[config.mk]
export PLATFORM = sky130hd
export DESIGN_NAME = flb_fbd_logic
export DESIGN_NICKNAME = d
export VERILOG_FILES = /design/src/verilog/flb_pkg.sv /design/src/verilog/flb_fbd_logic.sv
export SDC_FILE = /design/constraint.sdc
export NUM_CORES = 1
export LEC_CHECK = 0
export ABC_AREA = 1
export BUFFER_PORTS_ARGS = -buffer_cell sky130_fd_sc_hd__buf_2
export CORE_MARGIN = 2
export CORE_UTILIZATION = 30
export DETAILED_ROUTE_END_ITERATION = 7
export PLACE_DENSITY = 0.58
export SYNTH_ARGS = -nofsm -noshare
export SYNTH_HDL_FRONTEND = slang
export SYNTH_SLANG_ARGS = --single-unit
export TNS_END_PERCENT = 30
[constraint.sdc]
create_clock -name clk -period 3.9 [get_ports clk]
set_clock_uncertainty 0.15 [all_clocks]
set_input_delay 0.78 -clock clk [delete_from_list [all_inputs] [get_ports clk]]
set_output_delay 0.78 -clock clk [all_outputs]
set_load 0.01 [all_outputs]
[src/verilog/flb_pkg.sv]
// Overview of operation
// - Exactly one shift sequencer instance exists.
// - Group spans one to eight contacts, selectable start.
// - AND-family unconnected inputs read as high.
// - OR, XOR, lookup unconnected inputs read low.
// - AND output on when all inputs on.
// - Edge AND pulses one scan on all-on.
// - NAND output on when any input off.
// - Edge NAND pulses one scan leaving all-on.
// - OR output on when any input on.
// - XOR output on when two inputs differ.
// - Lookup block indexes 16-bit table, input one low.
// - At most 250 timers, modes zero to eight.
// - Mode seven timer consumes two pool entries.
// - Retention keeps timers fourteen and fifteen values.
// - Select edits, confirm saves, escape cancels or leaves.
package flb_pkg;
    localparam int unsigned ADDR_W        = 8;
    localparam logic [7:0]  ADDR_SHIFT    = 8'h00;
    localparam logic [7:0]  ADDR_CONN     = 8'h04;
    localparam logic [7:0]  ADDR_LUT      = 8'h08;
    localparam logic [7:0]  ADDR_STATUS   = 8'h0C;
    localparam logic [7:0]  ADDR_TIMER    = 8'h10;
    localparam logic [7:0]  ADDR_RETAIN   = 8'h14;
    localparam logic [7:0]  ADDR_TMR14    = 8'h18;
    localparam logic [7:0]  ADDR_TMR15    = 8'h1C;
    localparam logic [7:0]  ADDR_PRESET   = 8'h20;
    localparam logic [1:0]  RESP_OKAY     = 2'h0;
    localparam logic [1:0]  RESP_SLVERR   = 2'h2;
    localparam int unsigned GATE_N        = 7;
    localparam int unsigned GATE_IN_W     = 4;
    localparam int unsigned G_AND         = 0;
    localparam int unsigned G_EAND        = 1;
    localparam int unsigned G_NAND        = 2;
    localparam int unsigned G_ENAND       = 3;
    localparam int unsigned G_OR          = 4;
    localparam int unsigned G_XOR         = 5;
    localparam int unsigned G_BOOL        = 6;
    localparam logic [3:0]  NUM_MIN       = 4'h1;
    localparam logic [3:0]  NUM_MAX       = 4'h8;
    localparam logic [3:0]  NUM_RST       = 4'h1;
    localparam logic [7:0]  TIMER_POOL    = 8'hFA;
    localparam logic [3:0]  MODE_MAX      = 4'h8;
    localparam logic [3:0]  MODE_DOUBLE   = 4'h7;
    localparam int unsigned TR_RELEASE    = 4;
    localparam int unsigned TR_CLRERR     = 5;
    localparam logic [15:0] LUT_RST       = 16'h0000;
    localparam logic [27:0] CONN_RST      = 28'h0000000;
    localparam logic [15:0] PRESET_RST    = 16'h0000;
    localparam logic [15:0] TMR_RST       = 16'h0000;
    typedef enum logic [1:0] {BANK_MAIN, BANK_EXT, BANK_AUXA, BANK_AUXB} flb_bank_t;
    typedef enum logic [1:0] {ED_IDLE, ED_SHOW, ED_EDIT} flb_edit_t;
endpackage : flb_pkg
[src/verilog/flb_fbd_logic.sv]
// Local design decisions: the register addresses and the AXI4-Lite slave port.
`timescale 1ns/1ns
module flb_fbd_logic
    import flb_pkg::*;
(
    input  wire logic                 clk,
    input  wire logic                 rst_n,
    input  wire logic [ADDR_W-1:0]    s_axi_awaddr,
    input  wire logic [2:0]           s_axi_awprot,
    input  wire logic                 s_axi_awvalid,
    output logic                      s_axi_awready,
    input  wire logic [31:0]          s_axi_wdata,
    input  wire logic [3:0]           s_axi_wstrb,
    input  wire logic                 s_axi_wvalid,
    output logic                      s_axi_wready,
    output logic [1:0]                s_axi_bresp,
    output logic                      s_axi_bvalid,
    input  wire logic                 s_axi_bready,
    input  wire logic [ADDR_W-1:0]    s_axi_araddr,
    input  wire logic [2:0]           s_axi_arprot,
    input  wire logic                 s_axi_arvalid,
    output logic                      s_axi_arready,
    output logic [31:0]               s_axi_rdata,
    output logic [1:0]                s_axi_rresp,
    output logic                      s_axi_rvalid,
    input  wire logic                 s_axi_rready,
    input  wire logic                 scanTick,
    input  wire logic                 runtimeReset,
    input  wire logic [27:0]          gateInputs,
    input  wire logic                 shiftEnablePin,
    input  wire logic                 shiftPulsePin,
    input  wire logic                 keySelPin,
    input  wire logic                 keyOkPin,
    input  wire logic                 escape_keyPin,
    input  wire logic                 keyUpPin,
    input  wire logic                 keyDownPin,
    output logic [7:0]                shiftCoils,
    output logic [1:0]                shiftBank,
    output logic [5:0]                shiftFirst,
    output logic [GATE_N-1:0]         gateOut,
    output logic                      editActive
);

    // Pins are asynchronous to clk; only sync2_q and its delayed copy keyPrev_q are looked at by logic.
    logic [6:0]  sync1_q, sync2_q, keyPrev_q;
    logic        shEnS, shPulseS, keySel, keyOk, keyEsc, keyUp, keyDown;
    always_ff @(posedge clk) begin
        if (!rst_n) begin
            sync1_q   <= 7'h00;
            sync2_q   <= 7'h00;
            keyPrev_q <= 7'h00;
        end else begin
            sync1_q   <= {keyDownPin, keyUpPin, escape_keyPin, keyOkPin, keySelPin, shiftPulsePin, shiftEnablePin};
            sync2_q   <= sync1_q;
            keyPrev_q <= sync2_q;
        end
    end
    assign shEnS    = sync2_q[0];
    assign shPulseS = sync2_q[1];
    assign keySel   = sync2_q[2] & ~keyPrev_q[2];
    assign keyOk    = sync2_q[3] & ~keyPrev_q[3];
    assign keyEsc   = sync2_q[4] & ~keyPrev_q[4];
    assign keyUp    = sync2_q[5] & ~keyPrev_q[5];
    assign keyDown  = sync2_q[6] & ~keyPrev_q[6];

    function automatic logic [31:0] mergeStrb(input logic [31:0] oldV, input logic [31:0] newV,
                                              input logic [3:0] strb);
        logic [31:0] r;
        r = oldV;
        for (int b = 0; b < 4; b++) begin
            if (strb[b]) begin
                r[b*8 +: 8] = newV[b*8 +: 8];
            end
        end
        return r;
    endfunction : mergeStrb

    // Write channel: address and data are held independently, then used together.
    logic [ADDR_W-1:0] awAddr_q;
    logic [31:0]       wData_q;
    logic [3:0]        wStrb_q;
    logic              awHeld_q, wHeld_q, wrFire, wrHit;
    logic [31:0]       rdMux, wrMerged;
    assign wrFire = awHeld_q & wHeld_q & ~s_axi_bvalid;
    always_ff @(posedge clk) begin
        if (!rst_n) begin
            awHeld_q      <= 1'b0;
            wHeld_q       <= 1'b0;
            awAddr_q      <= '0;
            wData_q       <= 32'h00000000;
            wStrb_q       <= 4'h0;
            s_axi_awready <= 1'b1;
            s_axi_wready  <= 1'b1;
            s_axi_bvalid  <= 1'b0;
            s_axi_bresp   <= RESP_OKAY;
        end else begin
            if (s_axi_awvalid && s_axi_awready) begin
                awHeld_q      <= 1'b1;
                awAddr_q      <= s_axi_awaddr;
                s_axi_awready <= 1'b0;
            end
            if (s_axi_wvalid && s_axi_wready) begin
                wHeld_q      <= 1'b1;
                wData_q      <= s_axi_wdata;
                wStrb_q      <= s_axi_wstrb;
                s_axi_wready <= 1'b0;
            end
            if (wrFire) begin
                awHeld_q     <= 1'b0;
                wHeld_q      <= 1'b0;
                s_axi_bvalid <= 1'b1;
                s_axi_bresp  <= wrHit ? RESP_OKAY : RESP_SLVERR;
            end
            if (s_axi_bvalid && s_axi_bready) begin
                s_axi_bvalid  <= 1'b0;
                s_axi_awready <= 1'b1;
                s_axi_wready  <= 1'b1;
            end
        end
    end

    // Status is read-only, so a write to it is answered as an error.
    assign wrHit = (awAddr_q == ADDR_SHIFT) || (awAddr_q == ADDR_CONN) || (awAddr_q == ADDR_LUT) ||
                   (awAddr_q == ADDR_TIMER) || (awAddr_q == ADDR_RETAIN) || (awAddr_q == ADDR_TMR14) ||
                   (awAddr_q == ADDR_TMR15) || (awAddr_q == ADDR_PRESET);
    assign wrMerged = mergeStrb(rdMux, wData_q, wStrb_q);

    // Configuration registers.
    logic [1:0]  shBank_q;
    logic [5:0]  shFirst_q;
    logic [3:0]  shNum_q;
    logic [27:0] conn_q;
    logic [15:0] lut_q;
    logic        retain_q, cfgWrite;
    logic [15:0] tmr14_q, tmr15_q;
    assign cfgWrite = wrFire && (awAddr_q == ADDR_SHIFT) && (wrMerged[11:8] >= NUM_MIN) &&
                      (wrMerged[11:8] <= NUM_MAX);
    always_ff @(posedge clk) begin
        if (!rst_n) begin
            shBank_q  <= BANK_MAIN;
            shFirst_q <= 6'h00;
            shNum_q   <= NUM_RST;
            conn_q    <= CONN_RST;
            lut_q     <= LUT_RST;
            retain_q  <= 1'b0;
        end else if (wrFire) begin
            if (cfgWrite) begin
                shBank_q  <= wrMerged[1:0];
                shFirst_q <= wrMerged[7:2];
                shNum_q   <= wrMerged[11:8];
            end
            if (awAddr_q == ADDR_CONN)   conn_q   <= wrMerged[27:0];
            if (awAddr_q == ADDR_LUT)    lut_q    <= wrMerged[15:0];
            if (awAddr_q == ADDR_RETAIN) retain_q <= wrMerged[0];
        end
    end

    // A runtime restart stands for a power cycle of the retained timer values.
    always_ff @(posedge clk) begin
        if (!rst_n) begin
            tmr14_q <= TMR_RST;
            tmr15_q <= TMR_RST;
        end else if (wrFire && awAddr_q == ADDR_TMR14) begin
            tmr14_q <= wrMerged[15:0];
        end else if (wrFire && awAddr_q == ADDR_TMR15) begin
            tmr15_q <= wrMerged[15:0];
        end else if (runtimeReset && !retain_q) begin
            tmr14_q <= TMR_RST;
            tmr15_q <= TMR_RST;
        end
    end

    // Timer pool bookkeeping.
    logic [7:0] tmrUsed_q;
    logic       tmrErr_q, tmrReq, tmrAccept, tmrRelease;
    logic [3:0] tmrMode;
    logic [8:0] tmrSum;
    assign tmrReq     = wrFire && (awAddr_q == ADDR_TIMER);
    assign tmrMode    = wrMerged[3:0];
    assign tmrRelease = wrMerged[TR_RELEASE];
    assign tmrSum     = {1'b0, tmrUsed_q} + ((tmrMode == MODE_DOUBLE) ? 9'h002 : 9'h001);
    assign tmrAccept  = tmrReq && !tmrRelease && (tmrMode <= MODE_MAX) && (tmrSum <= {1'b0, TIMER_POOL});
    always_ff @(posedge clk) begin
        if (!rst_n) begin
            tmrUsed_q <= 8'h00;
            tmrErr_q  <= 1'b0;
        end else begin
            if (tmrReq && tmrRelease) tmrUsed_q <= 8'h00;
            else if (tmrAccept)       tmrUsed_q <= tmrSum[7:0];
            // A refusal in the same write as the clear still leaves the flag set.
            tmrErr_q <= (tmrReq && !tmrRelease && !tmrAccept) ||
                        (tmrErr_q && !(tmrReq && wrMerged[TR_CLRERR]));
        end
    end

    // Shift sequencer, the single instance of this block.
    logic [2:0] shPos_q, shPos_d, posNext;
    logic [3:0] posInc;
    logic       pulsePrev_q, shStep;
    assign posInc  = {1'b0, shPos_q} + 4'h1;
    assign posNext = (posInc >= shNum_q) ? 3'h0 : posInc[2:0];
    assign shStep  = scanTick && shEnS && shPulseS && !pulsePrev_q;
    always_comb begin
        if (cfgWrite)    shPos_d = 3'h0;
        else if (shStep) shPos_d = posNext;
        else             shPos_d = shPos_q;
    end
    always_ff @(posedge clk) begin
        if (!rst_n) begin
            shPos_q     <= 3'h0;
            pulsePrev_q <= 1'b0;
            shiftCoils  <= 8'h01;
            shiftBank   <= BANK_MAIN;
            shiftFirst  <= 6'h00;
        end else begin
            if (scanTick) pulsePrev_q <= shPulseS;
            shPos_q    <= shPos_d;
            shiftCoils <= 8'(8'h01 << shPos_d);
            shiftBank  <= shBank_q;
            shiftFirst <= shFirst_q;
        end
    end

    // Gate blocks, evaluated once per scan.
    logic [GATE_N-1:0] gateNext, allCond;
    genvar g;
    generate
        for (g = 0; g < GATE_N; g++) begin : gGate
            logic [GATE_IN_W-1:0] raw, eff, conn;
            assign raw  = gateInputs[g*GATE_IN_W +: GATE_IN_W];
            assign conn = conn_q[g*GATE_IN_W +: GATE_IN_W];
            if (g <= G_ENAND) begin : gHi
                assign eff = raw | ~conn;
            end else begin : gLo
                assign eff = raw & conn;
            end
            assign allCond[g] = &eff;
            if (g == G_AND) begin : gAnd
                assign gateNext[g] = allCond[g];
            end else if (g == G_NAND) begin : gNand
                assign gateNext[g] = ~allCond[g];
            end else if (g == G_OR) begin : gOr
                assign gateNext[g] = |eff;
            end else if (g == G_XOR) begin : gXor
                assign gateNext[g] = eff[0] ^ eff[1];
            end else if (g == G_BOOL) begin : gBool
                assign gateNext[g] = lut_q[eff];
            end else begin : gEdge
                logic prev_q;
                always_ff @(posedge clk) begin
                    if (!rst_n) prev_q <= 1'b0;
                    else if (scanTick) prev_q <= allCond[g];
                end
                if (g == G_EAND) begin : gRise
                    assign gateNext[g] = allCond[g] & ~prev_q;
                end else begin : gFall
                    assign gateNext[g] = ~allCond[g] & prev_q;
                end
            end
        end
    endgenerate
    always_ff @(posedge clk) begin
        if (!rst_n) gateOut <= '0;
        else if (scanTick) gateOut <= gateNext;
    end

    // Parameter editor driven by the front-panel keys.
    flb_edit_t   edState_q;
    logic [15:0] editVal_q, preset_q;
    logic        edSave, presetWrite;
    assign edSave      = (edState_q == ED_EDIT) && keyOk;
    assign presetWrite = wrFire && (awAddr_q == ADDR_PRESET);
    always_ff @(posedge clk) begin
        if (!rst_n) begin
            edState_q  <= ED_IDLE;
            editVal_q  <= PRESET_RST;
            editActive <= 1'b0;
        end else begin
            editActive <= (edState_q == ED_EDIT);
            case (edState_q)
                ED_IDLE: begin
                    if (keyOk) edState_q <= ED_SHOW;
                end
                ED_SHOW: begin
                    if (keySel) begin
                        edState_q <= ED_EDIT;
                        editVal_q <= preset_q;
                    end else if (keyEsc) begin
                        edState_q <= ED_IDLE;
                    end
                end
                ED_EDIT: begin
                    if (keyOk || keyEsc) edState_q <= ED_SHOW;
                    else if (keyUp)      editVal_q <= editVal_q + 16'h0001;
                    else if (keyDown)    editVal_q <= editVal_q - 16'h0001;
                end
                default: edState_q <= ED_IDLE;
            endcase
        end
    end
    // Software wins over a simultaneous key save; the panel simply shows the new value.
    always_ff @(posedge clk) begin
        if (!rst_n)           preset_q <= PRESET_RST;
        else if (presetWrite) preset_q <= wrMerged[15:0];
        else if (edSave)      preset_q <= editVal_q;
    end

    // Read channel.
    function automatic logic [31:0] regRead(input logic [ADDR_W-1:0] a);
        case (a)
            ADDR_SHIFT:  regRead = {20'h00000, shNum_q, shFirst_q, shBank_q};
            ADDR_CONN:   regRead = {4'h0, conn_q};
            ADDR_LUT:    regRead = {16'h0000, lut_q};
            ADDR_STATUS: regRead = {18'h0, edState_q, 1'b0, shPos_q, 1'b0, gateOut};
            ADDR_TIMER:  regRead = {23'h0, tmrErr_q, tmrUsed_q};
            ADDR_RETAIN: regRead = {31'h0, retain_q};
            ADDR_TMR14:  regRead = {16'h0000, tmr14_q};
            ADDR_TMR15:  regRead = {16'h0000, tmr15_q};
            ADDR_PRESET: regRead = {16'h0000, preset_q};
            default:     regRead = 32'h00000000;
        endcase
    endfunction : regRead
    // Byte-lane writes merge into what the addressed register holds now.
    assign rdMux = regRead(awAddr_q);
    always_ff @(posedge clk) begin
        if (!rst_n) begin
            s_axi_arready <= 1'b1;
            s_axi_rvalid  <= 1'b0;
            s_axi_rdata   <= 32'h00000000;
            s_axi_rresp   <= RESP_OKAY;
        end else if (s_axi_arvalid && s_axi_arready) begin
            s_axi_arready <= 1'b0;
            s_axi_rvalid  <= 1'b1;
            s_axi_rdata   <= regRead(s_axi_araddr);
            s_axi_rresp   <= (s_axi_araddr <= ADDR_PRESET && s_axi_araddr[1:0] == 2'h0) ? RESP_OKAY : RESP_SLVERR;
        end else if (s_axi_rvalid && s_axi_rready) begin
            s_axi_rvalid  <= 1'b0;
            s_axi_arready <= 1'b1;
        end
    end
endmodule : flb_fbd_logic

After elaboration in Yosys (flattened, before gate mapping)
Cells that the tools add are included.

Output and inout bits: 65. Logic and storage cells: 212. Register bits: 266.

Add/subtract/negate cells: 4. Equality and inequality tests: 28. Reduce and logical (&&, ||, !) cells: 66. Bitwise operators: 32. $lt $le $gt $ge: 7. Muxes and demuxes: 34. Shifts and indexed selects: 1.

Operators by type and width (number): $pmux 28 s9 (2); $mux 16 (10); $eq 8x5->1 const B (8); $eq 8x4->1 const B (4); $pmux 16 s2 (1); $logic_and 1x1->1 (25); $mux 8 (3); $reduce_and 4->1 (5); $add 16x1->16 const B (1); $eq 8x3->1 const B (2); $eq 8x6->1 const B (2); $logic_not 8->1 (2); $not 4->4 (4); $or 4x4->4 (4); $sub 16x1->16 const B (1); $mux 2 (7); $ne 2x2->1 const B (6); $reduce_and 2->1 (6); $not 1->1 (11); $reduce_bool 2->1 (5); $add 8x2->9 (1); $and 1x1->1 (9); $le 9x8->1 const B (1); $logic_or 1x1->1 (9); 25 further kinds (43).

Longest topological paths before layout
Gate-level depths: netlist of run 1.

Depth in word-level cells: 11. Gate-level depth with buffers: 28.

Least setup slack after synthesis of run 1
No wires, ideal clock.

Path type: register -> register. Start point: register awAddr_q[0]. End point: register tmrUsed_q[5]. Period minus slack after synthesis: 3.486 ns. Library setup time: 0.115 ns. Path slack: 0.414 ns. Arrival: 3.221 ns. Data required time: 3.635 ns. Stages on the path, launching flop included: 28. Path through: dfxtp_1 -> inv_1 -> nand2_4 -> nor2_4 -> nand2_2 -> buf_2 -> o22ai_1 -> nor2_1 -> nand3b_1 -> nand2_1 -> nand2_2 -> inv_1 -> nand4_1 -> ha_1 -> inv_1 -> fa_1 -> inv_1 -> nand2_1 -> nor2_1 -> nand2_1 -> xor2_1 -> nor3_1 -> nand3b_1 -> nand2_1 -> nor2_2 -> buf_4 -> a21oi_1 -> nor2_1.

Longest elaborated chain between the ends: 8.

Ends and longest elaborated chain: from (decl) (RTL line flb_fbd_logic.sv:79) `logic [ADDR_W-1:0] awAddr_q;`; from (signal assigned) (RTL line flb_fbd_logic.sv:99) `awAddr_q <= s_axi_awaddr;`; $eq 8x6->1, or another cell as far along (RTL line flb_fbd_logic.sv:310) `case (a)`; $pmux 28 s9 (RTL line flb_fbd_logic.sv:310); $mux 8 (RTL line flb_fbd_logic.sv:71) `if (strb[b]) begin`; $eq 4x3->1 (RTL line flb_fbd_logic.sv:181) `assign tmrSum = {1'b0, tmrUsed_q} + ((tmrMode == MODE_DOUBLE) ? 9'h002 : 9'h001);`; $mux 2 (RTL line flb_fbd_logic.sv:181); $add 8x2->9 (RTL line flb_fbd_logic.sv:181); $le 9x8->1 (RTL line flb_fbd_logic.sv:182) `assign tmrAccept = tmrReq && !tmrRelease && (tmrMode <= MODE_MAX) && (tmrSum <= {1'b0, TIMER_POOL});`; $logic_and 1x1->1 (RTL line flb_fbd_logic.sv:182); to (signal assigned) (RTL line flb_fbd_logic.sv:189) `else if (tmrAccept) tmrUsed_q <= tmrSum[7:0];`; to (decl) (RTL line flb_fbd_logic.sv:174) `logic [7:0] tmrUsed_q;`.

Several ways; a longest one is shown, not always the timed one. The select of a mux whose other input is x is not followed. A chain may end at the register's enable or synchronous reset.

Worst setup path after layout of run 1
Start point: register awAddr_q[0]. End point: register tmrUsed_q[6].

The elaborated chain is that of the path after synthesis.

==> tab_implementation.tex, run 1 <==
\begin{tabular}{lr}
\hline
Metric & Value \\
\hline
\multicolumn{2}{l}{\textbf{STA}} \\
\quad Transition time at the pin with the least slew margin & 968 ps \\
\quad Count of pins over their slew limit & 0 \\
\quad Min Hold Slack & 248 ps \\
\quad Fin crit share & 0.959 \\
\quad Setup violations, final & 0 \\
\quad Shortest period the worst path allows & 3740 ps \\
\quad Count of final hold-check violations & 0 \\
\quad Max Fclk & 267 MHz \\
\quad Slew HR & 0.354 \\
\quad Minimum setup slack in the final design & 159 ps \\
\multicolumn{2}{l}{\textbf{Synth}} \\
\quad Adder-cell share of the synthesized area & 0.0235 \\
\quad Count of warnings emitted by yosys & 0 \\
\quad Avg Cell Area, Syn & 6.98 sq um \\
\quad Top post-synthesis cells by count & sky130\_fd\_sc\_hd\_\_nand2\_1 (343), sky130\_fd\_sc\_hd\_\_dfxtp\_1 (258), sky130\_fd\_sc\_hd\_\_inv\_1 (249), sky130\_fd\_sc\_hd\_\_a21oi\_1 (215), sky130\_fd\_sc\_hd\_\_nor2\_1 (174) \\
\quad Mapped Area & 12900 sq um \\
\quad Post-Synth Simple-Gate Area & 0.242 \\
\quad Main area contributors after synthesis & sky130\_fd\_sc\_hd\_\_dfxtp\_1 (40\%), sky130\_fd\_sc\_hd\_\_nand2\_1 (10\%), sky130\_fd\_sc\_hd\_\_a21oi\_1 (8.4\%), sky130\_fd\_sc\_hd\_\_inv\_1 (7.3\%), sky130\_fd\_sc\_hd\_\_o21ai\_0 (6.5\%) \\
\quad Prevailing post-synth register cell & sky130\_fd\_sc\_hd\_\_dfxtp\_1 \\
\quad Count of different cell masters after synthesis & 54 \\
\quad Post-synthesis share of cell area spent on xor and xnor gates & 0.00952 \\
\quad Sequential element share of the synthesized area & 0.401 \\
\quad Syn Inst Count & 1846 \\
\quad Number of synthesized flops with an enable pin & 0 \\
\quad Register bit total from synthesis & 258 \\
\quad Complex-gate fraction of the synthesized area & 0.214 \\
\quad Combinational family with the most area after synthesis & simple AND/OR/NAND/NOR gates \\
\quad Mux cell area share after synthesis & 0.000777 \\
\quad Most used standard cell by instance count after synthesis & sky130\_fd\_sc\_hd\_\_nand2\_1 \\
\quad Share of flip-flops with an asynchronous set or reset & 0 \\
\quad Post-synth top area share & 0.401 \\
\quad Area leader, netlist & sky130\_fd\_sc\_hd\_\_dfxtp\_1 \\
\multicolumn{2}{l}{\textbf{Clock tree}} \\
\quad Clock slew seen by the registers of the worst setup and hold paths & roughly 60 ps \\
\quad Number of H-tree branching levels & 1 \\
\quad Clock Path Buffers & 3 \\
\quad Root Driver & sky130\_fd\_sc\_hd\_\_clkbuf\_16 \\
\quad Clock latency on the worst-skew pair & roughly 570 ps \\
\quad Num CTS Buffers & 28 \\
\quad Number of hold-repair buffers added at the cts stage & 0 \\
\quad Clock Sinks & between 200 and 300 \\
\quad TritonCTS clock tree & done \\
\multicolumn{2}{l}{\textbf{Setup path}} \\
\quad WS Path Type & reg -> reg \\
\quad Family of cells with the greatest summed delay on the critical path & simple AND/OR/NAND/NOR gates \\
\quad Buffering stage count on the worst path with inverters included & 7 \\
\quad Endpoint kind of the worst setup timing path & register \\
\quad Worst path slowest cell & sky130\_fd\_sc\_hd\_\_fa\_2 \\
\quad Nature of the critical path startpoint & register \\
\quad Critical Path AT & slightly above 4000 ps \\
\quad Largest incremental delay on the critical path & 350 ps \\
\quad CP required & around 4200 ps \\
\quad Largest fanout on the critical path & 10 \\
\quad Worst setup slack for register-to-register paths & 160 ps \\
\multicolumn{2}{l}{\textbf{Route}} \\
\quad DRC violation count after routing & 0 \\
\quad Routed len/inst & between 15 and 20 um \\
\quad First-pass iteration count of the detailed router & 5 \\
\quad Number of vias after detailed routing & around 13000 \\
\quad Final Routed Wirelength & 44.1 mm \\
\quad Mean number of vias per cell & 5.03 \\
\quad Number of DRC markers in iteration 0 & $\sim$1100 \\
\quad Count of nets left with antenna violations after detail routing & 0 \\
\multicolumn{2}{l}{\textbf{Run status}} \\
\quad Result of the run & finished, final reports clean \\
\multicolumn{2}{l}{\textbf{Floorplan}} \\
\quad Floorplan die height & 211 um \\
\quad Count of pins on the block boundary & 167 \\
\quad Starting utilization of the core area & 0.306 \\
\quad Count of standard-cell rows & 75 \\
\quad Die Span X & $\sim$210 um \\
\quad Full die area & 44600 sq um \\
\quad Core footprint & 42100 sq um \\
\multicolumn{2}{l}{\textbf{Cells and area}} \\
\quad Final Net Count & 2125 \\
\quad Share of post-route cells with drive strength above 1 & 0.183 \\
\quad Filler instances & 4457 \\
\quad Inserted Diodes & 0 \\
\quad Layout Area Growth over Synthesis & 19.7\% \\
\multicolumn{2}{l}{\textbf{Place}} \\
\quad Total of buffers placed on input and output ports & 148 \\
\quad Pre-CTS WS & -81.2 ps \\
\quad GP Congestion & 0.994 \\
\quad Half-perimeter wire length after placement & around 34 mm \\
\multicolumn{2}{l}{\textbf{GRT}} \\
\quad Largest net degree at the start of global routing & 65 \\
\quad Total congestion overflow after global routing & 0 \\
\quad GRT Resource Usage Total & 0.193 \\
\quad Wire length of the first global-routing pass & 67.1 mm \\
\quad Number of global-route vias before repair & 12000 \\
\quad Initial antenna violation count & 2 \\
\multicolumn{2}{l}{\textbf{Worst hold path}} \\
\quad Hold WC Path Type & in -> reg \\
\multicolumn{2}{l}{\textbf{Power and ir drop}} \\
\quad Power Dens Cells & 394 nW/um\^{}2 \\
\quad Total leakage power & 0.00696 uW \\
\quad Worst voltage drop across the vdd grid & 363 uV \\
\multicolumn{2}{l}{\textbf{Flow run}} \\
\quad Count of maximum capacitance violations & 0 \\
\hline
\end{tabular}
## timing repair
action / in CTS / in global routing
setup buffers: 0 / 7
pin swaps: 0 / 14
cloned: 0 / 1
setup endpoints to repair: 5 / 9
gates resized for setup: 1 / 29
## state kept, by name, summed over array words and instances, names as in the netlist, 3 cells and up
name / flops
shiftCoils: 8
tmr15_q: 16
tmr14_q: 16
sync1_q: 7
sync2_q: 7
lut_q: 16
awAddr_q: 8
tmrUsed_q: 8
keyPrev_q: 5
conn_q: 28
shNum_q: 4
gateOut: 7
wStrb_q: 4
preset_q: 16
editVal_q: 16
shFirst_q: 6
s_axi_rdata: 28
shiftFirst: 6
wData_q: 28
shPos_q: 3
## area by class of cell
class                           instances  area [sq um]  share of cell area
Sequential cell                       258          5170               0.335
Multi-Input combinational cell       1244          6410               0.416
Tap cell                              539           674              0.0437
Inverter                              264           996              0.0646
Clock inverter                         11           146             0.00950
Timing Repair Buffer                  204          1210              0.0784
Clock buffer                           41           810              0.0525
## worst register-to-register path, delay by kind of cell, from the launching register on
kind | cells | cell delay [ps]
and+or+nand+nor | 17 | 1590
AOI/OAI and AO/OA | 1 | 150
adders and majority gates | 2 | 590
buffers and inverters | 7 | 670
DFF | 1 | 340
xor gates and xnor gates | 1 | 190
## layer usage
layer,global-route usage,vias to the layer above,share of wire
met5,0,-,0.00059
met4,0.0639,4,0.030
met3,0.0480,92,0.084
met2,0.292,450,0.43
met1,0.267,6000,0.46
li1,-,6325,-
## worst paths after layout
check,endpoint,cells after the start,start
setup / recovery,tmrUsed_q[6],28,awAddr_q[0]
hold / removal,sync1_q[3],3,keyOkPin
setup reg to reg,tmrUsed_q[6],28,awAddr_q[0]
hold reg to reg,sync2_q[2],2,sync1_q[2]
## through the flow
| stage | TNS (ps) | instance area, sq um | power [uW] | util | std cells |
|---|---|---|---|---|---|
| final | 0 | 15400 | 6080 | 0.366 | 2561 |
| after global routing | -247 | 15400 | 6300 | 0.366 | 2561 |
| after CTS | 0 | 15200 | 6110 | 0.362 | 2553 |
| after detailed placement | -289 | 14300 | 3330 | 0.339 | 2501 |
| after global placement | 0 | 14300 | 3320 | 0.339 | 2501 |
| after floorplan | 0 | 12900 | 3130 | - | 1851 |
## report_power, final
part	switching (uW)	internal, uW
clock	1140	1640
combinational	385	177
sequential	40.5	2700
total	1560	4510
## cell families after synthesis
group / after synthesis
flip-flops: 258
buffers and inverters: 350
multiplexers: 1
other: 1
AO/OA/AOI/OAI: 497
AND/OR/NAND/NOR: 702
adder cells (fa/ha/maj): 23
XOR/XNOR: 14
## cell usage in the layout (no fill, tap or decap), types with 10 or more instances in the layout
master                      instances
sky130_fd_sc_hd__nand2_1          341
sky130_fd_sc_hd__xor2_1            10
sky130_fd_sc_hd__buf_4             52
sky130_fd_sc_hd__nor2_1           171
sky130_fd_sc_hd__o221ai_1          11
sky130_fd_sc_hd__o22ai_1           43
sky130_fd_sc_hd__o21ai_0          165
sky130_fd_sc_hd__buf_2            147
sky130_fd_sc_hd__nand3_1           84
sky130_fd_sc_hd__inv_1            247
sky130_fd_sc_hd__clkbuf_16         28
sky130_fd_sc_hd__nand2_4           10
sky130_fd_sc_hd__dfxtp_1          254
sky130_fd_sc_hd__nor2_2            18
sky130_fd_sc_hd__inv_2             11
sky130_fd_sc_hd__a21oi_1          210
sky130_fd_sc_hd__nand2_2           39
sky130_fd_sc_hd__ha_1              20
No activity file was read; power rests on OpenSTA's default activity.
==> run 2, diff against run 1 <==
Settings changed: ABC_CLOCK_PERIOD_IN_PS from default to 3900, CTS_BUF_LIST from default to sky130_fd_sc_hd__clkbuf_8.
==> run 2 against run 1 <==
Effect of this change: largest power group is now registers; via count rose by 1.4%; non-clock buffer count did not move; clock-buffer cell count rose by 17; largest cell class unchanged; worst hold slack got worse by 18 ps; sequential cell count did not move; cell area barely moved.
==> tab_implementation.tex, run 2 (synthesis results as in run 1) <==
\begin{tabular}{lr}
\hline
Metric & Value \\
\hline
\multicolumn{2}{l}{\textbf{Clock tree}} \\
\quad Number of H-tree branching levels & 2 \\
\quad Clock Sinks & 258 \\
\quad Clock slew seen by the registers of the worst setup and hold paths & 60 ps \\
\quad Root Driver & sky130\_fd\_sc\_hd\_\_clkbuf\_8 \\
\quad Num CTS Buffers & 45 \\
\quad TritonCTS clock tree & done \\
\quad Number of hold-repair buffers added at the cts stage & 0 \\
\quad Clock Path Buffers & 3 \\
\quad Clock latency on the worst-skew pair & 590 ps \\
\multicolumn{2}{l}{\textbf{Route}} \\
\quad Number of vias after detailed routing & around 13000 \\
\quad Count of nets left with antenna violations after detail routing & 0 \\
\quad Final Routed Wirelength & roughly 45 mm \\
\quad First-pass iteration count of the detailed router & 7 \\
\quad Routed len/inst & 17.2 um \\
\quad Number of DRC markers in iteration 0 & 949 \\
\quad Mean number of vias per cell & 5.04 \\
\quad DRC violation count after routing & 0 \\
\multicolumn{2}{l}{\textbf{Floorplan}} \\
\quad Die Span X & about 210 um \\
\quad Core footprint & 42100 sq um \\
\quad Full die area & 44600 sq um \\
\quad Starting utilization of the core area & 0.306 \\
\quad Floorplan die height & 211 um \\
\quad Count of standard-cell rows & 75 \\
\quad Count of pins on the block boundary & 167 \\
\multicolumn{2}{l}{\textbf{Setup path}} \\
\quad Endpoint kind of the worst setup timing path & register \\
\quad Largest incremental delay on the critical path & 360 ps \\
\quad WS Path Type & reg -> reg \\
\quad Critical Path AT & $\sim$4000 ps \\
\quad CP required & 4230 ps \\
\quad Worst path slowest cell & sky130\_fd\_sc\_hd\_\_fa\_2 \\
\quad Largest fanout on the critical path & 10 \\
\quad Nature of the critical path startpoint & register \\
\multicolumn{2}{l}{\textbf{Place}} \\
\quad GP Congestion & 0.994 \\
\quad Total of buffers placed on input and output ports & 148 \\
\quad Half-perimeter wire length after placement & 33.5 mm \\
\multicolumn{2}{l}{\textbf{STA}} \\
\quad Setup violations, final & 0 \\
\quad Count of final hold-check violations & 0 \\
\quad Min Hold Slack & approximately 230 ps \\
\quad Slew HR & 0.344 \\
\quad Max Fclk & 265 MHz \\
\quad Fin crit share & 0.967 \\
\quad Count of pins over their slew limit & 0 \\
\quad Transition time at the pin with the least slew margin & 983 ps \\
\quad Shortest period the worst path allows & approximately 3800 ps \\
\multicolumn{2}{l}{\textbf{Run status}} \\
\quad Result of the run & finished, final reports clean \\
\multicolumn{2}{l}{\textbf{GRT}} \\
\quad Wire length of the first global-routing pass & 67.7 mm \\
\quad Number of global-route vias before repair & 12200 \\
\quad Initial antenna violation count & 1 \\
\quad Total congestion overflow after global routing & 0 \\
\quad GRT Resource Usage Total & 0.195 \\
\quad Largest net degree at the start of global routing & 65 \\
\multicolumn{2}{l}{\textbf{Cells and area}} \\
\quad Leading cell types in the layout, fill and taps excluded & sky130\_fd\_sc\_hd\_\_nand2\_1 (340), sky130\_fd\_sc\_hd\_\_inv\_1 (264), sky130\_fd\_sc\_hd\_\_dfxtp\_1 (253), sky130\_fd\_sc\_hd\_\_a21oi\_1 (210), sky130\_fd\_sc\_hd\_\_nor2\_1 (170) \\
\quad Layout Utilization & 0.366 \\
\quad Most frequent standard cell in the layout excluding fill and tap cells & sky130\_fd\_sc\_hd\_\_nand2\_1 \\
\quad Share of post-route cells with drive strength above 1 & 0.192 \\
\quad Registers with the most flip-flops & conn\_q x28, s\_axi\_rdata x28, wData\_q x28 \\
\quad Layout Area Growth over Synthesis & 19.6\% \\
\quad Inserted Diodes & 0 \\
\quad Final Net Count & 2142 \\
\quad Filler instances & 4478 \\
\multicolumn{2}{l}{\textbf{Flow run}} \\
\quad Count of maximum capacitance violations & 0 \\
\multicolumn{2}{l}{\textbf{Power and ir drop}} \\
\quad Net switching component of the power & approximately 1600 uW \\
\quad Total leakage power & 0.00702 uW \\
\quad Sequential cell fraction of total power & 0.468 \\
\quad Worst voltage drop across the vdd grid & 257 uV \\
\quad Logic gate share of total power & 0.095 \\
\quad Power Dens Cells & 381 nW/um\^{}2 \\
\quad Internal portion of total power & 4280 uW \\
\quad Switching part of the total power & 0.271 \\
\quad Clock group share of total power & 0.438 \\
\multicolumn{2}{l}{\textbf{Worst hold path}} \\
\quad Hold WC Path Type & in -> reg \\
\hline
\end{tabular}
run 2: routing by layer:
layer / track usage / part of all wire / up-vias
met5: 0 / 0 / -
met4: 0.0729 / 0.030 / 0
met3: 0.0443 / 0.085 / 96
met2: 0.295 / 0.43 / 498
met1: 0.269 / 0.46 / 6085
li1: - / - / 6377
run 2: timing repair:
action / 4_1_cts / 5_1_grt
gates resized for setup: 1 / 33
buffers inserted: 0 / 7
endpoints found under the setup margin: 4 / 9
gates cloned: 0 / 1
pin swaps: 0 / 14
run 2: critical path: cells and delay by family, from the launching register on:
family / cells / cell delay (ps)
and+or+nand+nor: 17 / 1640
buffers and inverters: 7 / 630
xor gates and xnor gates: 1 / 170
DFF: 1 / 340
adders and majority gates: 2 / 590
AOI/OAI and AO/OA: 1 / 150
run 2: through the flow:
stage / setup TNS [ps] / worst slack [ps] / cell area, sq um / total power (uW) / cells
finish: 0 / 127 / 15400 / 5860 / 2590
global route: -457 / -96.7 / 15400 / 6100 / 2590
CTS: 0 / 9.97 / 15200 / 5900 / 2582
detailed placement: -289 / -81.2 / 14300 / 3330 / 2501
global placement: 0 / 29.6 / 14300 / 3320 / 2501
floorplan: 0 / 414 / 12900 / 3130 / 1851
run 2: layout make-up:
| type | instances | area (sq um) | share of cell area |
|---|---|---|---|
| multi-input cells | 1244 | 6430 | 0.417 |
| flip-flops and latches | 258 | 5170 | 0.336 |
| repair buffers | 204 | 1200 | 0.0782 |
| inverters | 264 | 996 | 0.0647 |
| clock buffers | 58 | 798 | 0.0518 |
| well taps | 539 | 674 | 0.0438 |
| clock inverters | 23 | 131 | 0.00853 |
run 2: power groups by stage:
stage	sequential [uW]	clock, uW	combinational (uW)
4_1_cts	2740	2630	538
3_3_place_gp	2800	0	528
5_1_grt	2750	2750	610
3_5_place_dp	2800	0	535
6_report	2740	2570	556
2_1_floorplan	2790	0	343
run 2: worst paths after layout:
| check | from | end | slack (ps) | cells past startpoint |
|---|---|---|---|---|
| worst max-delay path | awAddr_q[0] | tmrUsed_q[6] | 130 | 28 |
| worst min-delay path | keyOkPin | sync1_q[3] | 230 | 3 |
| worst min register to register | sync1_q[4] | sync2_q[4] | 260 | 2 |
| worst max register to register | awAddr_q[0] | tmrUsed_q[6] | 130 | 28 |
